==> config.mk <==
export PLATFORM = sky130hd
export DESIGN_NAME = tsoa_stream_align
export DESIGN_NICKNAME = d
export VERILOG_FILES = /design/src/common/tsoa_pkg.sv /design/src/rtl/tsoa_stream_align.sv
export SDC_FILE = /design/constraint.sdc
export NUM_CORES = 2
export LEC_CHECK = 0
export ABC_AREA = 1
export BUFFER_PORTS_ARGS = -buffer_cell sky130_fd_sc_hd__buf_2
export CORE_MARGIN = 2
export CORE_UTILIZATION = 50
export DETAILED_ROUTE_END_ITERATION = 8
export HOLD_SLACK_MARGIN = 0.03
export MAX_ROUTING_LAYER = met4
export PLACE_DENSITY = 0.76
export SLEW_MARGIN = 10
export SYNTH_ARGS = -nofsm -noshare
export SYNTH_HDL_FRONTEND = slang
export SYNTH_SLANG_ARGS = --single-unit
==> constraint.sdc <==
create_clock -name clk_i -period 5.2 [get_ports clk_i]
set_input_delay 1.56 -clock clk_i [delete_from_list [all_inputs] [get_ports clk_i]]
set_output_delay 1.56 -clock clk_i [all_outputs]
set_load 0.1 [all_outputs]
==> src/common/tsoa_pkg.sv <==
// package: register map, control fields and defaults of the stream offset alignment block
package tsoa_pkg;
  // register groups, address bits [11:6]; stream index in bits [5:2]
  localparam logic [5:0] TSOA_GRP_CTRL = 6'h00;
  localparam logic [5:0] TSOA_GRP_LCD = 6'h01;
  localparam logic [5:0] TSOA_GRP_BCD = 6'h02;
  localparam logic [5:0] TSOA_GRP_LID = 6'h03;
  localparam logic [5:0] TSOA_GRP_BID = 6'h04;
  localparam logic [5:0] TSOA_GRP_LOA = 6'h05;
  localparam logic [5:0] TSOA_GRP_BOA = 6'h06;
  localparam logic [3:0] TSOA_IDX_CTRL = 4'h0;
  localparam logic [3:0] TSOA_IDX_STATUS = 4'h1;
  // control and status register field positions
  localparam int TSOA_CTRL_EN_BIT = 0;
  localparam int TSOA_CTRL_MODE_LSB = 1;
  localparam int TSOA_CTRL_SMPL_BIT = 4;
  localparam int TSOA_CTRL_LHR_BIT = 5;
  localparam int TSOA_CTRL_BHR_BIT = 6;
  localparam int TSOA_STAT_LOCK_BIT = 16;
  // reset values
  localparam logic [6:0] TSOA_CTRL_RST = 7'h00;
  localparam logic [4:0] TSOA_IN_DELAY_RST = 5'h00;
  localparam logic [1:0] TSOA_ADV_RST = 2'h0;
  // discriminator mode codes
  localparam logic [2:0] TSOA_MODE_LOW_ONLY = 3'h0;
  localparam logic [2:0] TSOA_MODE_LOW_HIGH = 3'h7;
  // timing: quarter-bit ticks per bit, quarter ticks per channel (8 bits)
  localparam int TSOA_CH_SHIFT = 5;
  localparam logic [1:0] TSOA_DEFAULT_PHASE = 2'h3;
  localparam int TSOA_HR_STREAMS = 8;
endpackage : tsoa_pkg

==> src/rtl/tsoa_stream_align.sv <==
// stream offset alignment: input channel/bit delay, sampling point, output advance
// Summary of operation
// - discriminator runs only when enable bit set
// - mode 000 low jitter, 111 low+high jitter
// - reserved modes; mode ignored while disabled
// - channel plus bit delay, quarter-bit resolution
// - per-stream channel delay from frame pulse
// - channel delay resets to zero
// - sample mode low: quarter-bit delay up to 7.75
// - sample mode high: low bits pick point
// - sample mode high: upper bits integer delay
// - per-stream output advance before frame boundary
// - low rates advance 0,2,4,6 clocks
// - high rate advance 0,1,2,3 clocks
// - inputs aligned to master pulse and clock
// - high-rate mode uses first eight streams only
`timescale 1ns/100ps
module tsoa_stream_align import tsoa_pkg::*; #(
  parameter int NS = 16,
  parameter int CW = 9,
  parameter int TW = 16,
  parameter int FRAME_TICKS = 2048,
  parameter int WIN_TICKS = 4,
  parameter int MISS_MAX = 3,
  parameter int LW = 16
) (
  input wire logic clk_i,
  input wire logic rst_i,
  input wire logic [11:0] addr_i,
  input wire logic [31:0] wdata_i,
  input wire logic wr_i,
  input wire logic rd_i,
  output logic [31:0] rdata_o,
  input wire logic master_clock_in_i,
  input wire logic master_frame_pulse_in_n_i,
  output logic generated_frame_pulse_out_n_o,
  output logic discriminator_locked_o,
  output logic [NS-1:0] local_in_ch0_o,
  output logic [NS-1:0] local_in_sample_o,
  output logic [NS-1:0] back_in_ch0_o,
  output logic [NS-1:0] back_in_sample_o,
  output logic [NS-1:0] local_out_align_o,
  output logic [NS-1:0] back_out_align_o
);
  typedef enum logic [0:0] {
    TSOA_HUNT = 1'b0,
    TSOA_LOCK = 1'b1
  } tsoa_disc_type;

  typedef struct packed {
    logic [2:0] mck_sync;
    logic [2:0] fp_sync;
    logic mck_stb;
    logic fp_stb;
    tsoa_disc_type disc;
    logic [1:0] miss;
    logic [TW-1:0] tick;
    logic [LW-1:0] cyc;
    logic [LW-1:0] flen;
    logic discriminator_enable;
    logic [2:0] discriminator_mode_sel;
    logic sample_point_mode_sel;
    logic local_high_rate_mode;
    logic back_high_rate_mode;
    logic [1:0][NS-1:0][CW-1:0] chan_delay;
    logic [1:0][NS-1:0][4:0] in_delay;
    logic [1:0][NS-1:0][1:0] out_adv;
    logic [31:0] rdata;
    logic fpo_n;
    logic [1:0][NS-1:0] in_ch0;
    logic [1:0][NS-1:0] in_smp;
    logic [1:0][NS-1:0] out_al;
  } tsoa_state_type;

  tsoa_state_type st_r;
  tsoa_state_type st_nxt;

  logic mck_ev;
  logic fp_fall;
  logic boundary;
  logic in_win;
  logic [5:0] grp;
  logic [3:0] idx;
  logic [TW-1:0] start;
  logic [TW-1:0] rel;
  logic [1:0] phase;
  logic [2:0] adv_cyc;
  logic hr;

  always_comb begin
    st_nxt = st_r;
    grp = addr_i[11:6];
    idx = addr_i[5:2];
    // loop temporaries get a value on every path, so no latch is inferred
    hr = 1'b0;
    start = '0;
    rel = '0;
    phase = 2'd0;
    adv_cyc = 3'd0;

    // only stable, agreeing samples count as a pin change
    st_nxt.mck_sync = {st_r.mck_sync[1:0], master_clock_in_i};
    st_nxt.fp_sync = {st_r.fp_sync[1:0], master_frame_pulse_in_n_i};
    mck_ev = 1'b0;
    fp_fall = 1'b0;
    if (st_r.mck_sync[1] == st_r.mck_sync[2] && st_r.mck_sync[2] != st_r.mck_stb) begin
      st_nxt.mck_stb = st_r.mck_sync[2];
      mck_ev = 1'b1;
    end
    if (st_r.fp_sync[1] == st_r.fp_sync[2] && st_r.fp_sync[2] != st_r.fp_stb) begin
      st_nxt.fp_stb = st_r.fp_sync[2];
      fp_fall = ~st_r.fp_sync[2];
    end

    // frame tick counter, one tick per master clock edge (quarter bit)
    // the window straddles the expected wrap, before and after it
    in_win = (int'(st_r.tick) >= FRAME_TICKS - WIN_TICKS) || (int'(st_r.tick) < WIN_TICKS);
    boundary = 1'b0;
    if (mck_ev) begin
      if (int'(st_r.tick) == FRAME_TICKS - 1) begin
        st_nxt.tick = '0;
        boundary = 1'b1;
      end else begin
        st_nxt.tick = st_r.tick + TW'(1);
      end
    end
    if (fp_fall) begin
      if (!st_r.discriminator_enable) begin
        st_nxt.tick = '0;
        boundary = 1'b1;
        st_nxt.disc = TSOA_HUNT;
      end else if (st_r.discriminator_mode_sel != TSOA_MODE_LOW_HIGH) begin
        // low-frequency tracking only: every pulse realigns
        st_nxt.tick = '0;
        boundary = 1'b1;
        st_nxt.disc = TSOA_LOCK;
        st_nxt.miss = '0;
      end else begin
        case (st_r.disc)
          TSOA_HUNT: begin
            st_nxt.tick = '0;
            boundary = 1'b1;
            st_nxt.disc = TSOA_LOCK;
            st_nxt.miss = '0;
          end
          TSOA_LOCK: begin
            // outliers are high-frequency jitter; flywheel over them
            if (in_win) begin
              if (int'(st_r.tick) >= FRAME_TICKS - WIN_TICKS) begin
                boundary = 1'b1;
              end
              st_nxt.tick = '0;
              st_nxt.miss = '0;
            end else if (int'(st_r.miss) == MISS_MAX - 1) begin
              st_nxt.disc = TSOA_HUNT;
              st_nxt.miss = '0;
            end else begin
              st_nxt.miss = st_r.miss + 2'd1;
            end
          end
          default: st_nxt.disc = TSOA_HUNT;
        endcase
      end
    end
    if (!st_r.discriminator_enable) begin
      st_nxt.disc = TSOA_HUNT;
    end

    // frame length in system clocks, for advancing outputs
    if (boundary) begin
      st_nxt.cyc = '0;
      st_nxt.flen = st_r.cyc + LW'(1);
    end else begin
      st_nxt.cyc = st_r.cyc + LW'(1);
    end
    // one-cycle low pulse at each accepted or flywheel boundary
    st_nxt.fpo_n = ~boundary;

    // both ports share one frame counter; only delays, advances and the high-rate mode differ
    for (int p = 0; p < 2; p++) begin
      hr = (p == 0) ? st_r.local_high_rate_mode : st_r.back_high_rate_mode;
      for (int s = 0; s < NS; s++) begin
        start = TW'({st_r.chan_delay[p][s], {TSOA_CH_SHIFT{1'b0}}});
        if (!st_r.sample_point_mode_sel) begin
          start = start + TW'(st_r.in_delay[p][s]);
          phase = TSOA_DEFAULT_PHASE;
        end else begin
          start = start + TW'({st_r.in_delay[p][s][4:2], 2'b00});
          case (st_r.in_delay[p][s][1:0])
            2'b00: phase = 2'd3;
            2'b01: phase = 2'd0;
            2'b10: phase = 2'd1;
            2'b11: phase = 2'd2;
            default: phase = 2'd3;
          endcase
        end
        rel = st_nxt.tick - start;
        if (hr) begin
          adv_cyc = {1'b0, st_r.out_adv[p][s]};
        end else begin
          adv_cyc = {st_r.out_adv[p][s], 1'b0};
        end
        if (hr && s >= TSOA_HR_STREAMS) begin
          st_nxt.in_ch0[p][s] = 1'b0;
          st_nxt.in_smp[p][s] = 1'b0;
          st_nxt.out_al[p][s] = 1'b0;
        end else begin
          st_nxt.in_ch0[p][s] = mck_ev && (st_nxt.tick == start);
          st_nxt.in_smp[p][s] = mck_ev && (rel[1:0] == phase);
          // no measured frame yet means no advanced pulse in the first frame
          if (adv_cyc == 3'd0) begin
            st_nxt.out_al[p][s] = boundary;
          end else begin
            st_nxt.out_al[p][s] = !boundary &&
              (st_nxt.cyc == st_r.flen - LW'(adv_cyc));
          end
        end
      end
    end

    // register port
    // read data stands for one cycle only and is zero otherwise
    st_nxt.rdata = '0;
    // a stream index beyond the stream count has no register behind it
    if (wr_i) begin
      case (grp)
        TSOA_GRP_CTRL: begin
          if (idx == TSOA_IDX_CTRL) begin
            st_nxt.discriminator_enable = wdata_i[TSOA_CTRL_EN_BIT];
            st_nxt.discriminator_mode_sel = wdata_i[TSOA_CTRL_MODE_LSB +: 3];
            st_nxt.sample_point_mode_sel = wdata_i[TSOA_CTRL_SMPL_BIT];
            st_nxt.local_high_rate_mode = wdata_i[TSOA_CTRL_LHR_BIT];
            st_nxt.back_high_rate_mode = wdata_i[TSOA_CTRL_BHR_BIT];
          end
        end
        TSOA_GRP_LCD: st_nxt.chan_delay[0][idx] = wdata_i[CW-1:0];
        TSOA_GRP_BCD: st_nxt.chan_delay[1][idx] = wdata_i[CW-1:0];
        TSOA_GRP_LID: st_nxt.in_delay[0][idx] = wdata_i[4:0];
        TSOA_GRP_BID: st_nxt.in_delay[1][idx] = wdata_i[4:0];
        TSOA_GRP_LOA: st_nxt.out_adv[0][idx] = wdata_i[1:0];
        TSOA_GRP_BOA: st_nxt.out_adv[1][idx] = wdata_i[1:0];
        default: ;
      endcase
    end
    if (rd_i) begin
      case (grp)
        TSOA_GRP_CTRL: begin
          if (idx == TSOA_IDX_CTRL) begin
            st_nxt.rdata[TSOA_CTRL_EN_BIT] = st_r.discriminator_enable;
            st_nxt.rdata[TSOA_CTRL_MODE_LSB +: 3] = st_r.discriminator_mode_sel;
            st_nxt.rdata[TSOA_CTRL_SMPL_BIT] = st_r.sample_point_mode_sel;
            st_nxt.rdata[TSOA_CTRL_LHR_BIT] = st_r.local_high_rate_mode;
            st_nxt.rdata[TSOA_CTRL_BHR_BIT] = st_r.back_high_rate_mode;
          end else if (idx == TSOA_IDX_STATUS) begin
            st_nxt.rdata[TW-1:0] = st_r.tick;
            st_nxt.rdata[TSOA_STAT_LOCK_BIT] = (st_r.disc == TSOA_LOCK);
          end
        end
        TSOA_GRP_LCD: st_nxt.rdata[CW-1:0] = st_r.chan_delay[0][idx];
        TSOA_GRP_BCD: st_nxt.rdata[CW-1:0] = st_r.chan_delay[1][idx];
        TSOA_GRP_LID: st_nxt.rdata[4:0] = st_r.in_delay[0][idx];
        TSOA_GRP_BID: st_nxt.rdata[4:0] = st_r.in_delay[1][idx];
        TSOA_GRP_LOA: st_nxt.rdata[1:0] = st_r.out_adv[0][idx];
        TSOA_GRP_BOA: st_nxt.rdata[1:0] = st_r.out_adv[1][idx];
        default: ;
      endcase
    end
  end

  always_ff @(posedge clk_i) begin
    if (rst_i) begin
      st_r <= '0;
      // pin stages start high; the frame pulse idles high, so no false fall
      st_r.mck_sync <= 3'b111;
      st_r.fp_sync <= 3'b111;
      st_r.mck_stb <= 1'b1;
      st_r.fp_stb <= 1'b1;
      st_r.disc <= TSOA_HUNT;
      st_r.discriminator_enable <= TSOA_CTRL_RST[TSOA_CTRL_EN_BIT];
      st_r.chan_delay <= '0;
      st_r.in_delay <= {2 * NS{TSOA_IN_DELAY_RST}};
      st_r.out_adv <= {2 * NS{TSOA_ADV_RST}};
      st_r.fpo_n <= 1'b1;
    end else begin
      st_r <= st_nxt;
    end
  end

  assign rdata_o = st_r.rdata;
  assign generated_frame_pulse_out_n_o = st_r.fpo_n;
  assign discriminator_locked_o = (st_r.disc == TSOA_LOCK);
  assign local_in_ch0_o = st_r.in_ch0[0];
  assign local_in_sample_o = st_r.in_smp[0];
  assign back_in_ch0_o = st_r.in_ch0[1];
  assign back_in_sample_o = st_r.in_smp[1];
  assign local_out_align_o = st_r.out_al[0];
  assign back_out_align_o = st_r.out_al[1];
endmodule : tsoa_stream_align

==> results.cfg <==
[floorplan]
die_area_um2 = 115700
die_x_um = 340.1
fp.coreArea_um2 = 112300
rows = 123
ios = 180
initial_core_util = 0.5028
die_y_um = 340.1

[global_routing]
grt_use_met2 = 0.7760
grt-ovfl-total = 0
met3_usage = 0.1372
antenna_found_initial = 19
grt_pass1_wl_mm = 427.7
grt_pass1_vias = 59960
grt_max_degree = 207
grtUsageMet1 = 0.5662
grt_busiest_layer = met2
grtUsageTotal = 0.5259

[placement]
dp_hpwl_mm = 208.5
gp_congestion = 1.097
place_inst = 10490
place_area_um2 = 58580
port_buffers = 139

[yosys]
async_reset_ff_frac = 0
synth_compound_area_frac = 0.1699
avgSynthCellArea_um2 = 6.147
ys.flop_type = dfxtp_1
synth_area_um2 = 56490
synth-warning-count = 0
synth_top_family_by_area = simple AND/OR/NAND/NOR gates
synth_xor_area_frac = 0.1091
synthMuxAreaShare = 0
synthDistinctLibCells = 52
synthCells = 9190
synthAdderAreaFrac = 0.04036
synth_edf_count = 0
ys_ff_latch = 692
ys_seq_area_frac = 0.2452
yosys.area_share.simple = 0.3039

[pwr]
powerDensity_nw_per_um2 = 221.7
p_leak_nw = 28.75
seq_power_share = 0.390
p_int_mw = 9.469
irDropWorstVdd_mv = 0.2500
clkPwrFrac = 0.474
combinationalPowerShare = 0.136
switchingPower_mw = 4.194
p_sw_frac = 0.3069

[timing]
fmax_mhz = 220.6
fin_tns_setup_ns = 0
min_period_over_period = 0.8717
slew_headroom = 0.1392
slew_viol_final = 0
setup_viol = 0
period_needed_ns = 4.533
finalClockSkew_ns = 0.04322
tightest_slew_ns = 1.283
hold_viol_final = 0
rsz0062_at_grt = false

[cells_and_area]
final_nets = 9293
layout.cells.non_filler = 10670
fill_cells = 11370
postLayoutCellArea_um2 = 61640
layout-drive-gt1-share = 0.08790
areaGrowthSynthToFinish_pct = 9.119

[clock_tree]
cts_root_buf = clkbuf_16
clk_path_buf_depth = 3
cts_resized = 0
postCtsSetupBuffers = 0
cts_buffers = 83
clock_latency_ns = 0.72
cts_tree = built
cts.sinks = 692
clk_pin_slew_ns = 0.06
cts_hold_buf = 0
h-tree-depth = 3

[drt]
drt_first_pass_iters = 9
ant_nets = 0
routed_via_density = 6.170
drc = 0
finalWirelength_mm = 306.2
wire_per_inst_um = 28.69
vias = 65840
drtIter0Drc = 9234

[setup_path]
slowest_delay_ns = 0.86
crit_required_ns = 5.86
arrival_ns = 5.20
ff2ff_path_depth = 13
worstPathMaxFanout = 24
cp_cell_sequence = ha_1, inv_1, nor2_1, nand3_1, nand2_1, a21oi_2, nand2_4, buf_4, xor2_2, nor2_1, nand3_1, nor3_1, buf_4
crit_path_start_kind = register
cp_slowest_cell = a21oi_2
crit_type = reg -> reg
endpoint_kind = register

[worst_hold_path]
hold_path.class = reg -> reg
hold_depth = 1

[status]
run_status = complete, no violations

[flow_run]
cap_violations = 0
[layout by cell type, fill, tap and decap left out, types with 131 or more instances in the layout]
| cell | instances |
|---|---|
| a21oi_1 | 604 |
| buf_2 | 138 |
| buf_4 | 295 |
| dfxtp_1 | 685 |
| ha_1 | 131 |
| inv_1 | 1015 |
| nand2_1 | 2023 |
| nand3_1 | 459 |
| nand4_1 | 252 |
| nor2_1 | 1117 |
| o21ai_0 | 903 |
| o22ai_1 | 184 |
| xor2_1 | 602 |
[flip-flops by register name, indices dropped and copies added, names as in the netlist]
signal	flops
generated_frame_pulse_out_n_o	1
local_in_ch0_o	16
rdata_o	17
discriminator_locked_o	1
st_nxt	4
local_in_sample_o	16
back_out_align_o	16
back_in_ch0_o	16
st_r	572
back_in_sample_o	16
hr	1
local_out_align_o	16
[critical path, delay by kind of cell, from the launching register on]
family / cells / cell delay [ns]
flops: 1 / 0.36
xor+xnor: 1 / 0.21
fa+ha+maj: 1 / 0.28
compound gates: 1 / 0.86
buf+inv: 3 / 0.74
simple gates: 7 / 2.01
[Yosys cell counts, drive strengths merged, types with 2 or more instances]
cell type / number / area, um^2
nand2: 2043 / 7726
nor2: 1158 / 4467
inv: 1065 / 3998
o21ai: 916 / 4584
dfxtp: 692 / 13850
xor2: 609 / 5379
a21oi: 608 / 3058
nand3: 476 / 2427
buf: 391 / 2344
clkbuf: 278 / 1044
nand4: 252 / 1577
o22ai: 184 / 1151
ha: 131 / 1639
xnor2: 89 / 787.0
or2: 58 / 362.8
nor3: 53 / 285.3
fa: 32 / 640.6
nand3b: 32 / 240.2
a22oi: 29 / 217.7
o221ai: 20 / 175.2
o211ai: 15 / 112.6
clkinv: 10 / 37.54
nor3b: 9 / 67.56
o21bai: 7 / 52.55
a221oi: 6 / 52.55
o2111ai: 6 / 52.55
a41oi: 5 / 43.79
a22o: 4 / 35.03
a31oi: 4 / 25.02
o31ai: 2 / 15.01
[cell type report]
cell class	instances	area [um^2]	area share
repair buffers	460	3437	0.05576
diodes	24	60.06	0.0009743
clock inverters	39	615.6	0.009987
multi-input cells	6768	35380	0.5740
inverters	1075	4048	0.06566
clock buffers	113	2360	0.03828
well taps	1500	1877	0.03045
flip-flops and latches	692	13860	0.2249
[power groups by stage]
stage | clock [mW] | sequential [mW] | combinational (mW)
floorplan | 0 | 5.45 | 1.03
global placement | 0 | 5.45 | 1.72
detailed placement | 0 | 5.45 | 1.73
CTS | 6.42 | 5.33 | 1.73
global route | 6.66 | 5.33 | 1.89
finish | 6.48 | 5.33 | 1.85
[through the flow]
stage | power (mW) | setup slack (ns) | util | hold WS [ns]
floorplan | 6.475 | 1.129 | - | 0.3895
global placement | 7.167 | 0.7880 | 0.5214 | 0.4061
detailed placement | 7.174 | 0.7501 | 0.5214 | 0.4051
CTS | 13.49 | 1.101 | 0.5479 | 0.4313
global route | 13.88 | 0.6727 | 0.5486 | 0.4434
finish | 13.66 | 0.6674 | 0.5487 | 0.4272
[worst paths after layout]
check | start | to | slack, ns
max | st_r[680] | local_in_ch0_o[4] | 0.67
min | st_nxt[702] | st_nxt[703] | 0.43
max reg2reg | st_r[680] | local_in_ch0_o[4] | 0.67
min reg2reg | st_nxt[702] | st_nxt[703] | 0.43
[per-layer routing]
metal	part of all wire	vias to the layer above
met2	0.42	4829
met3	0.12	1754
met4	0.13	0
met5	0	-
met1	0.34	30050
li1	-	29210
[logic make-up after synthesis]
group | Yosys count
flops | 692
xor+xnor | 698
other cells | 1
simple gates | 4083
fa+ha+maj | 163
compound gates | 1809
buf+inv | 1744
Power figures use the tool's default switching activity.
